--- src/rcw_defs.svh ---
// Purpose: offsets, field positions, reset values and timing figures of the reset/watchdog block
// Assumes: 20 MHz system clock, registers on a classic Wishbone bus
// Notes:   definitions only
`ifndef RCW_DEFS_SVH
`define RCW_DEFS_SVH

// ----------------------------------------------------------------
// register map (byte addresses)
// ----------------------------------------------------------------
`define RCW_ADR_W              8
`define RCW_COMP_CTRL_OFS      8'h50
`define RCW_CAUSE_OFS          8'h54
`define RCW_WD_CTRL_OFS        8'h60

// ----------------------------------------------------------------
// reset_cause_reg fields
// ----------------------------------------------------------------
`define RCW_CAUSE_POR_BIT      0
`define RCW_CAUSE_EXT_BIT      1
`define RCW_CAUSE_BOD_BIT      2
`define RCW_CAUSE_WD_BIT       3
`define RCW_CAUSE_TEST_BIT     4
`define RCW_CAUSE_RESET        5'h00

// ----------------------------------------------------------------
// wd_control_reg fields
// ----------------------------------------------------------------
`define RCW_WD_FLAG_BIT        7
`define RCW_WD_IE_BIT          6
`define RCW_WD_PS3_BIT         5
`define RCW_WD_CE_BIT          4
`define RCW_WD_RE_BIT          3
`define RCW_WD_PS_LO_MSB       2
`define RCW_WD_PS_RESET        4'h0
`define RCW_WD_PS_MAX          4'h9
`define RCW_WD_BASE_COUNT      20'h00800
`define RCW_CHANGE_WINDOW_CYC  3'h4

// ----------------------------------------------------------------
// comparator_control_reg fields
// ----------------------------------------------------------------
`define RCW_COMP_BG_BIT        6

// ----------------------------------------------------------------
// timing
// ----------------------------------------------------------------
`define RCW_CLK_MHZ            20
`define RCW_STARTUP_SHORT_US   4100
`define RCW_STARTUP_LONG_US    65000
`define RCW_STARTUP_XTAL_CYC   1024
`define RCW_BOD_DISABLED       3'h7

`endif

--- src/rcw_pkg.sv ---
// Purpose: types shared by the reset/watchdog block
// Assumes: nothing
// Notes:   numeric constants live in rcw_defs.svh
package rcw_pkg;

	typedef enum logic [1:0]
	{
		RCW_ST_HOLD  = 2'b00,
		RCW_ST_DELAY = 2'b01,
		RCW_ST_RUN   = 2'b10
	} rcw_start_e;

	typedef enum logic [1:0]
	{
		RCW_WD_STOPPED  = 2'b00,
		RCW_WD_IRQ      = 2'b01,
		RCW_WD_RESET    = 2'b10,
		RCW_WD_IRQ_RST  = 2'b11
	} rcw_wd_mode_e;

endpackage

--- src/rcw_reset_control_watchdog.sv ---
// Purpose: reset source combining, start-up delay and enhanced watchdog with Wishbone registers
// Assumes: raw reset sources are asynchronous; watchdog oscillator is far slower than clk_i
// Notes:   io_reset_o and the release chain are set asynchronously by any raw source; everything else is clocked
//
// Operation
// - while reset, registers return to reset values; a start pulse marks reset-vector start
// - io reset asserts asynchronously from any raw reset source, no clock needed
// - after all sources go inactive, internal reset is stretched by a fuse-selected delay
// - test-port reset input holds the system in reset while it is one
// - low reset pin resets without clock unless fused off; delay starts after release
// - supply below power-on level resets at once; delay runs when it recovers
// - enabled brown-out below trigger resets at once; delay runs after recovery
// - watchdog reset is a one-cycle pulse; delay starts at its falling edge
// - bandgap enabled only for brown-out, comparator bandgap select or converter enable
// - watchdog counts its own oscillator and acts at the selected time-out count
// - restart instruction clears the watchdog counter; software must issue it in time
// - time-outs selectable from the shortest to the longest period
// - interrupt mode raises an interrupt request that can wake from sleep
// - system-reset mode resets the system at expiry
// - combined mode interrupts first, then reverts to reset mode once serviced
// - always-on fuse forces reset enable one and interrupt enable zero
// - within four cycles one write with change enable clear may clear enable or prescale
// - watchdog keeps running in every sleep mode
// - watchdog stays enabled after a watchdog-caused reset
// - reset enable reads and acts as one while the watchdog reset flag is set
// - prescale codes 0 to 9 give 2048 to 1048576 oscillator cycles; higher reserved
// - change enable clears itself four cycles after being set
// - each reset source sets its own cause flag; writing zero clears it
//
// Decided for this implementation: the address map and the Wishbone interface to the registers.
`timescale 1ns/1ps

`include "rcw_defs.svh"

module rcw_reset_control_watchdog
	import rcw_pkg::*;
#(
	parameter int DLY_W             = 24,
	parameter int STARTUP_SHORT_CYC = `RCW_STARTUP_SHORT_US * `RCW_CLK_MHZ,
	parameter int STARTUP_LONG_CYC  = `RCW_STARTUP_LONG_US * `RCW_CLK_MHZ,
	parameter int STARTUP_XTAL_CYC  = `RCW_STARTUP_XTAL_CYC
)
(
	input  wire logic                   clk_i,
	input  wire logic                   rst_i,
	input  wire logic                   wb_cyc_i,
	input  wire logic                   wb_stb_i,
	input  wire logic                   wb_we_i,
	input  wire logic [`RCW_ADR_W-1:0]  wb_adr_i,
	input  wire logic [3:0]             wb_sel_i,
	input  wire logic [31:0]            wb_dat_i,
	output logic      [31:0]            wb_dat_o,
	output logic                        wb_ack_o,
	input  wire logic                   power_ok_i,
	input  wire logic                   reset_pin_n_i,
	input  wire logic                   pin_reset_disable_fuse_i,
	input  wire logic                   brownout_low_i,
	input  wire logic [2:0]             brownout_level_fuse_i,
	input  wire logic                   test_port_reset_i,
	input  wire logic [1:0]             startup_time_fuse_i,
	input  wire logic [3:0]             clock_source_fuse_i,
	input  wire logic                   watchdog_always_on_fuse_i,
	input  wire logic                   converter_enable_i,
	input  wire logic                   wd_osc_i,
	input  wire logic                   wd_restart_i,
	input  wire logic                   wd_irq_ack_i,
	output logic                        io_reset_o,
	output logic                        core_reset_o,
	output logic                        reset_vector_start_o,
	output logic                        wd_irq_o,
	output logic                        bandgap_enable_o
);

	// ----------------------------------------------------------------
	// elaboration checks
	// ----------------------------------------------------------------
	if (DLY_W < 2 || DLY_W > 31 || STARTUP_LONG_CYC + STARTUP_XTAL_CYC >= (1 << DLY_W)
		|| STARTUP_SHORT_CYC < 1 || STARTUP_XTAL_CYC < 0)
	begin : g_bad_param
		$error("rcw: start-up counts do not fit the delay counter");
	end

	// ----------------------------------------------------------------
	// raw reset sources
	// ----------------------------------------------------------------
	logic       bod_enabled;
	logic [3:0] src_raw;
	logic       async_src;

	assign bod_enabled = (brownout_level_fuse_i != `RCW_BOD_DISABLED);
	assign src_raw[`RCW_CAUSE_POR_BIT]  = ~power_ok_i;
	assign src_raw[`RCW_CAUSE_EXT_BIT]  = ~reset_pin_n_i & ~pin_reset_disable_fuse_i;
	assign src_raw[`RCW_CAUSE_BOD_BIT]  = bod_enabled & brownout_low_i;
	assign src_raw[3]                   = test_port_reset_i;
	assign async_src = |src_raw;

	// release chain: set at once by any source, released through three flops
	logic [2:0] rel_sync_reg;
	logic       src_held;

	always_ff @(posedge clk_i or posedge async_src)
	begin
		if (async_src)
			rel_sync_reg <= 3'h7;
		else
			rel_sync_reg <= {rel_sync_reg[1:0], 1'b0};
	end

	assign src_held = rel_sync_reg[1] | rel_sync_reg[2];

	// per-source level synchronisers feeding the cause flags
	logic [3:0] src_s1_reg;
	logic [3:0] src_s2_reg;
	logic [3:0] src_s3_reg;
	logic [3:0] src_seen;

	genvar gi;
	for (gi = 0; gi < 4; gi++)
	begin : g_src_sync
		always_ff @(posedge clk_i)
		begin
			if (rst_i)
			begin
				src_s1_reg[gi] <= 1'b0;
				src_s2_reg[gi] <= 1'b0;
				src_s3_reg[gi] <= 1'b0;
			end
			else
			begin
				src_s1_reg[gi] <= src_raw[gi];
				src_s2_reg[gi] <= src_s1_reg[gi];
				src_s3_reg[gi] <= src_s2_reg[gi];
			end
		end
		assign src_seen[gi] = src_s2_reg[gi] & src_s3_reg[gi];
	end

	// ----------------------------------------------------------------
	// io reset: asynchronous set, no clock needed to assert
	// ----------------------------------------------------------------
	logic core_reset_reg;

	always_ff @(posedge clk_i or posedge async_src)
	begin
		if (async_src)
			io_reset_o <= 1'b1;
		else if (rst_i)
			io_reset_o <= 1'b1;
		else
			io_reset_o <= core_reset_reg;
	end

	// ----------------------------------------------------------------
	// start-up sequencer
	// ----------------------------------------------------------------
	rcw_start_e       start_reg;
	logic [DLY_W-1:0] dly_reg;
	logic [DLY_W-1:0] dly_sel;
	logic             wd_pulse_reg;
	logic             held;

	assign held = src_held | wd_pulse_reg;

	always_comb
	begin
		unique case (startup_time_fuse_i)
			2'h0:    dly_sel = DLY_W'(1);
			2'h1:    dly_sel = DLY_W'(STARTUP_SHORT_CYC);
			default: dly_sel = DLY_W'(STARTUP_LONG_CYC);
		endcase
		if (clock_source_fuse_i[3])
			dly_sel = dly_sel + DLY_W'(STARTUP_XTAL_CYC);
	end

	always_ff @(posedge clk_i)
	begin
		if (rst_i)
		begin
			start_reg            <= RCW_ST_HOLD;
			dly_reg              <= '0;
			core_reset_reg       <= 1'b1;
			reset_vector_start_o <= 1'b0;
		end
		else
		begin
			reset_vector_start_o <= 1'b0;
			unique case (start_reg)
				RCW_ST_HOLD:
				begin
					core_reset_reg <= 1'b1;
					if (!held)
					begin
						// counting begins once the last source, or the wd pulse, falls
						start_reg <= RCW_ST_DELAY;
						dly_reg   <= dly_sel - DLY_W'(1);
					end
				end
				RCW_ST_DELAY:
				begin
					if (held)
						start_reg <= RCW_ST_HOLD;
					else if (dly_reg == '0)
					begin
						start_reg            <= RCW_ST_RUN;
						core_reset_reg       <= 1'b0;
						reset_vector_start_o <= 1'b1;
					end
					else
						dly_reg <= dly_reg - DLY_W'(1);
				end
				RCW_ST_RUN:
				begin
					if (held)
					begin
						start_reg      <= RCW_ST_HOLD;
						core_reset_reg <= 1'b1;
					end
				end
				default:
				begin
					start_reg      <= RCW_ST_HOLD;
					core_reset_reg <= 1'b1;
				end
			endcase
		end
	end

	assign core_reset_o = core_reset_reg;

	// ----------------------------------------------------------------
	// wishbone slave: ack one cycle after the strobe, write at the ack edge
	// ----------------------------------------------------------------
	logic       bus_wr;
	logic       regs_rst;
	logic [7:0] rd_mux;

	assign bus_wr   = wb_cyc_i & wb_stb_i & wb_we_i & wb_ack_o & wb_sel_i[0];
	assign regs_rst = rst_i | core_reset_reg;

	// ----------------------------------------------------------------
	// watchdog control register
	// ----------------------------------------------------------------
	logic         wd_ie_reg;
	logic         wd_re_reg;
	logic [3:0]   wd_ps_reg;
	logic [2:0]   win_reg;
	logic         wd_flag_reg;
	logic         cause_wd_reg;
	logic         wd_wr;
	logic         wr_ce;
	logic         wr_re;
	logic         wd_re_eff;
	logic         wd_ie_eff;
	rcw_wd_mode_e wd_mode;

	assign wd_wr     = bus_wr & (wb_adr_i == `RCW_WD_CTRL_OFS);
	assign wr_ce     = wb_dat_i[`RCW_WD_CE_BIT];
	assign wr_re     = wb_dat_i[`RCW_WD_RE_BIT];
	assign wd_re_eff = wd_re_reg | cause_wd_reg | watchdog_always_on_fuse_i;
	assign wd_ie_eff = wd_ie_reg & ~watchdog_always_on_fuse_i;
	assign wd_mode   = rcw_wd_mode_e'({wd_re_eff, wd_ie_eff});

	always_ff @(posedge clk_i)
	begin
		if (regs_rst)
		begin
			wd_ie_reg <= 1'b0;
			wd_re_reg <= 1'b0;
			wd_ps_reg <= `RCW_WD_PS_RESET;
			win_reg   <= '0;
		end
		else
		begin
			if (win_reg != '0)
				win_reg <= win_reg - 3'h1;
			if (wd_wr)
			begin
				wd_ie_reg <= wb_dat_i[`RCW_WD_IE_BIT];
				if (wr_ce && wr_re)
					win_reg <= `RCW_CHANGE_WINDOW_CYC;
				if (wr_re)
					wd_re_reg <= 1'b1;
				else if (win_reg != '0 && !wr_ce)
					wd_re_reg <= 1'b0;
				if (win_reg != '0 && !wr_ce)
				begin
					wd_ps_reg <= {wb_dat_i[`RCW_WD_PS3_BIT],
						wb_dat_i[`RCW_WD_PS_LO_MSB:0]};
					win_reg   <= '0;
				end
			end
			// vector taken in combined mode: fall back to plain reset mode
			if (wd_irq_ack_i && wd_mode == RCW_WD_IRQ_RST)
				wd_ie_reg <= 1'b0;
		end
	end

	// ----------------------------------------------------------------
	// watchdog oscillator edge and counter
	// ----------------------------------------------------------------
	logic [2:0]  osc_sync_reg;
	logic        osc_lvl_reg;
	logic        osc_tick;
	logic [19:0] wd_cnt_reg;
	logic [19:0] wd_limit;
	logic [3:0]  ps_used;
	logic        wd_run;
	logic        wd_timeout;
	logic        do_reset;
	logic        do_irq;

	always_ff @(posedge clk_i)
	begin
		if (rst_i)
		begin
			osc_sync_reg <= '0;
			osc_lvl_reg  <= 1'b0;
		end
		else
		begin
			osc_sync_reg <= {osc_sync_reg[1:0], wd_osc_i};
			if (osc_sync_reg[1] == osc_sync_reg[2])
				osc_lvl_reg <= osc_sync_reg[2];
		end
	end

	assign osc_tick = osc_sync_reg[1] & osc_sync_reg[2] & ~osc_lvl_reg;
	// reserved codes run at the longest period rather than an undefined one
	assign ps_used  = (wd_ps_reg > `RCW_WD_PS_MAX) ? `RCW_WD_PS_MAX : wd_ps_reg;
	assign wd_limit = (`RCW_WD_BASE_COUNT << ps_used) - 20'h00001;
	// no sleep input: only the stopped mode or a register reset stops the counter
	assign wd_run   = (wd_mode != RCW_WD_STOPPED);
	assign wd_timeout = wd_run & osc_tick & (wd_cnt_reg == wd_limit);
	// in combined mode an unserviced flag turns the next expiry into a reset
	assign do_reset = wd_timeout & wd_re_eff & (~wd_ie_eff | wd_flag_reg);
	assign do_irq   = wd_timeout & wd_ie_eff & ~do_reset;

	always_ff @(posedge clk_i)
	begin
		if (regs_rst || !wd_run || wd_restart_i)
			wd_cnt_reg <= '0;
		else if (osc_tick)
			wd_cnt_reg <= wd_timeout ? 20'h00000 : wd_cnt_reg + 20'h00001;
	end

	always_ff @(posedge clk_i)
	begin
		if (rst_i)
			wd_pulse_reg <= 1'b0;
		else
			wd_pulse_reg <= do_reset & ~wd_pulse_reg;
	end

	always_ff @(posedge clk_i)
	begin
		if (regs_rst)
			wd_flag_reg <= 1'b0;
		else if (do_irq)
			wd_flag_reg <= 1'b1;
		else if ((wd_wr && wb_dat_i[`RCW_WD_FLAG_BIT]) ||
			(wd_irq_ack_i && wd_ie_eff))
			wd_flag_reg <= 1'b0;
	end

	always_ff @(posedge clk_i)
	begin
		if (regs_rst)
			wd_irq_o <= 1'b0;
		else
			wd_irq_o <= wd_flag_reg & wd_ie_eff;
	end

	// ----------------------------------------------------------------
	// reset cause flags: survive internal reset, cleared by power-on
	// ----------------------------------------------------------------
	logic [4:0] cause_reg;
	logic       cause_wr;

	assign cause_wr     = bus_wr & (wb_adr_i == `RCW_CAUSE_OFS);
	assign cause_wd_reg = cause_reg[`RCW_CAUSE_WD_BIT];

	always_ff @(posedge clk_i)
	begin
		if (rst_i)
			cause_reg <= `RCW_CAUSE_RESET;
		else
		begin
			// set wins over a software clear landing in the same cycle
			cause_reg <= (cause_wr ? (cause_reg & wb_dat_i[4:0]) : cause_reg)
				| {src_seen[3], wd_pulse_reg, src_seen[2:0]};
			if (src_seen[`RCW_CAUSE_POR_BIT])
				cause_reg[4:1] <= 4'h0;
		end
	end

	// ----------------------------------------------------------------
	// comparator control and bandgap enable
	// ----------------------------------------------------------------
	logic comp_bg_reg;

	always_ff @(posedge clk_i)
	begin
		if (regs_rst)
			comp_bg_reg <= 1'b0;
		else if (bus_wr && wb_adr_i == `RCW_COMP_CTRL_OFS)
			comp_bg_reg <= wb_dat_i[`RCW_COMP_BG_BIT];
	end

	always_ff @(posedge clk_i)
	begin
		if (rst_i)
			bandgap_enable_o <= 1'b0;
		else
			bandgap_enable_o <= bod_enabled | comp_bg_reg | converter_enable_i;
	end

	// ----------------------------------------------------------------
	// read mux and bus answer
	// ----------------------------------------------------------------
	always_comb
	begin
		unique case (wb_adr_i)
			`RCW_CAUSE_OFS:     rd_mux = {3'h0, cause_reg};
			`RCW_WD_CTRL_OFS:   rd_mux = {wd_flag_reg, wd_ie_eff, wd_ps_reg[3], win_reg != '0,
				wd_re_eff, wd_ps_reg[2:0]};
			`RCW_COMP_CTRL_OFS: rd_mux = {1'b0, comp_bg_reg, 6'h00};
			default:            rd_mux = 8'h00;
		endcase
	end

	always_ff @(posedge clk_i)
	begin
		if (rst_i)
		begin
			wb_ack_o <= 1'b0;
			wb_dat_o <= '0;
		end
		else
		begin
			wb_ack_o <= wb_cyc_i & wb_stb_i & ~wb_ack_o;
			wb_dat_o <= (wb_cyc_i & wb_stb_i & ~wb_ack_o) ? {24'h000000, rd_mux} : 32'h00000000;
		end
	end

endmodule

--- config.mk ---
export PLATFORM = sky130hd
export DESIGN_NAME = rcw_reset_control_watchdog
export DESIGN_NICKNAME = d
export VERILOG_FILES = /design/src/rcw_pkg.sv /design/src/rcw_reset_control_watchdog.sv
export VERILOG_INCLUDE_DIRS = /design/src
export SDC_FILE = /design/constraint.sdc
export NUM_CORES = 1
export LEC_CHECK = 0
export BUFFER_PORTS_ARGS = -buffer_cell sky130_fd_sc_hd__buf_2
export CORE_UTILIZATION = 49
export DETAILED_ROUTE_END_ITERATION = 10
export PLACE_DENSITY = 0.76
export SYNTH_ARGS = -nofsm -noshare
export SYNTH_HDL_FRONTEND = slang
export SYNTH_SLANG_ARGS = --single-unit
--- constraint.sdc ---
create_clock -name clk_i -period 2.4 [get_ports clk_i]
set_input_delay 0.12 -clock clk_i [delete_from_list [all_inputs] [get_ports clk_i]]
set_output_delay 0.12 -clock clk_i [all_outputs]
set_load 0.01 [all_outputs]
==> run metrics <==
status finished, final reports clean; IO Count 106; largest net degree at the start of global routing 49; Worst Path Required 2.65 ns; Synth-to-Final Area Change 16.1%; synthesized area 0.00480 mm²; Total Routed Length 10800 µm; Avg Inst Size Synth 8.47 µm²; design area 0.00558 mm²; min cycle time layout 2.33 ns; Leak 2.11 nW; prevailing post-synth register cell dfxtp_1; peak supply drop 0.314 mV; CTS tree yes; Yosys warning total 0; RR Endpoint wd_cnt_reg[1]$_SDFFE_PP0P_; Post-synth top cells 92 x dfxtp_1, 76 x nor2_1, 48 x nand2_1, 30 x a21oi_1, 30 x o21ai_0; grt total ovfl 0; Layout Skew 0.0121 ns; Seq cells post-synth 96; Area contributors post-synth dfxtp_1 38%, nor2_1 5.9%, buf_4 3.9%; IO buf count 51; fmax 429 MHz; Cell Pwr Density 549 mW/mm²; relative slew slack 0.562; Clock Tree Buf Depth 2; hpwl dp 7560 µm; worst skew pair latency 0.36 ns; Tot Pwr 3.06 mW; # clock sinks 96; WL/cell 14.1 µm; Via Count 4224; RR Startpoint wd_ps_reg[3]$_SDFFE_PP0P_; Final WS setup 0.0691 ns; Gate Count Post-Synth 567; Layout Nets 707; area leader, netlist dfxtp_1; CP Launch Point wd_ps_reg[3]$_SDFFE_PP0P_; worst slew pin tran 0.652 ns; Placed Area 0.00518 mm²; initial antenna violation count 0; htree depth 3; Setup crit start kind flop; arrival time worst endpoint 2.58 ns; path type of the worst min-delay path input pin to flop; final hold vios 0; Final setup viols 0; crit path kind flop to flop; CTS root buf clkbuf_8; CP Max Fanout 6; Final TNS setup 0 ns; post-synthesis async set-or-reset flop share 0.0417; antenna cells 0; Worst R2R Setup Slack 0.07 ns; DRT iter0 DRCs 189; R2R depth 10; HP Start wb_dat_i[3]; CTS Buf Count 9; crit end category flop; MaxCap Viol Count 0; Final period util 0.971; Cell variety after synth 71; RePlAce Congestion 0.889; Hold Slack 0.0236 ns; Post-synth EDFFs 0; placed cells 738; first-pass GRT wire length 17800 µm; number of vias per cell 5.52; top cell type's share of synthesized area 0.383; max reg flops 24; DRT Pass-1 Iters 5; final core occ 0.595; number of global-route vias before repair 3976; chip height 101 µm; core footprint 0.00937 mm²; Core Rows 35; drt drc 0; clk slew on worst S/H paths 0.10 ns; Die W 101 µm; unrepaired setup endpoints after global routing yes; GRT Util Overall 0.217; Post-Place Setup Slack -0.0188 ns; top-count cell post-synth dfxtp_1; final cell count without fillers 765; CP endpoint wd_cnt_reg[1]$_SDFFE_PP0P_; Max Slew Vio Count 0; Antenna Nets Post-Route 0; Starting Density 0.513; die footprint 0.0102 mm²; Seq/Total Area, Yosys 0.405; share of cells above drive strength 1 0.197
placed cells by master, fill, tap and decap left out, types with 18 or more instances in the layout:
master   synthesis  routed
conb_1           1      25
nor2_1          76      75
buf_4           25      20
a21oi_1         30      29
nor2b_1         19      18
nand2_1         48      48
o21ai_0         30      29
xor2_1          18      18
dfxtp_1         92      88
buf_2            7      51
worst min-delay path by stage:
stage | to | cells past startpoint
final | wd_re_reg$_SDFFE_PP0P_ | 3
after global routing | wd_re_reg$_SDFFE_PP0P_ | 3
after CTS | wd_ps_reg[1]$_SDFFE_PP0P_ | 3
after detailed placement | src_s1_reg[0]$_SDFF_PP0_ | 2
after global placement | src_s1_reg[0]$_SDFF_PP0_ | 2
after floorplan | src_s1_reg[0]$_SDFF_PP0_ | 1
per-layer routing:
layer  global-route usage  wire length [µm]  up-vias
li1                     -                 -     2066
met1                0.272              4730     2006
met2                0.375              5430      128
met3               0.0402               469       24
met4               0.0713               163        0
met5                    0                 0        -
final cells by class:
| cell class | count | area, µm² |
|---|---|---|
| Fill cell | 834 | 3790 |
| Clock inverter | 7 | 83.8 |
| Multi-Input combinational cell | 428 | 2680 |
| Timing Repair Buffer | 82 | 518 |
| Sequential cell | 96 | 1960 |
| Inverter | 14 | 52.6 |
| Tap cell | 129 | 161 |
| Clock buffer | 9 | 124 |
report_power, final:
| group | switching, mW | leakage (nW) | internal [mW] |
|---|---|---|---|
| clock network | 0.597 | 0.103 | 0.502 |
| logic | 0.185 | 1.22 | 0.125 |
| registers | 0.0270 | 0.790 | 1.63 |
| total | 0.809 | 2.11 | 2.25 |
timing repair:
item,in CTS,in global routing
hold endpoints to repair,11,0
endpoints found under the setup margin,20,30
pin swaps,1,10
resized for setup,3,20
setup buffers,0,2
hold buffers,9,0
logic make-up (layout without fill, tap and decap cells):
logic type | count (synthesis) | count (layout) | share of synthesized area
flops | 96 | 96 | 0.405
compound gates | 110 | 110 | 0.149
buf+inv | 67 | 112 | 0.0753
xor+xnor | 30 | 30 | 0.0547
fa+ha+maj | 8 | 8 | 0.0208
mux | 13 | 13 | 0.0284
other cells | 1 | 25 | 0.000781
simple gates | 242 | 242 | 0.266
critical path: stages, from the launching register on:
cell       delay, ns
dfxtp_4         0.38
nor4_4          0.28
inv_1           0.11
ha_4            0.20
xnor2_2         0.14
xnor2_1         0.14
nor4_2          0.42
o2111ai_4       0.25
buf_6           0.19
nand3_2         0.06
a21boi_1        0.06
(Power assumes the default switching activity.)
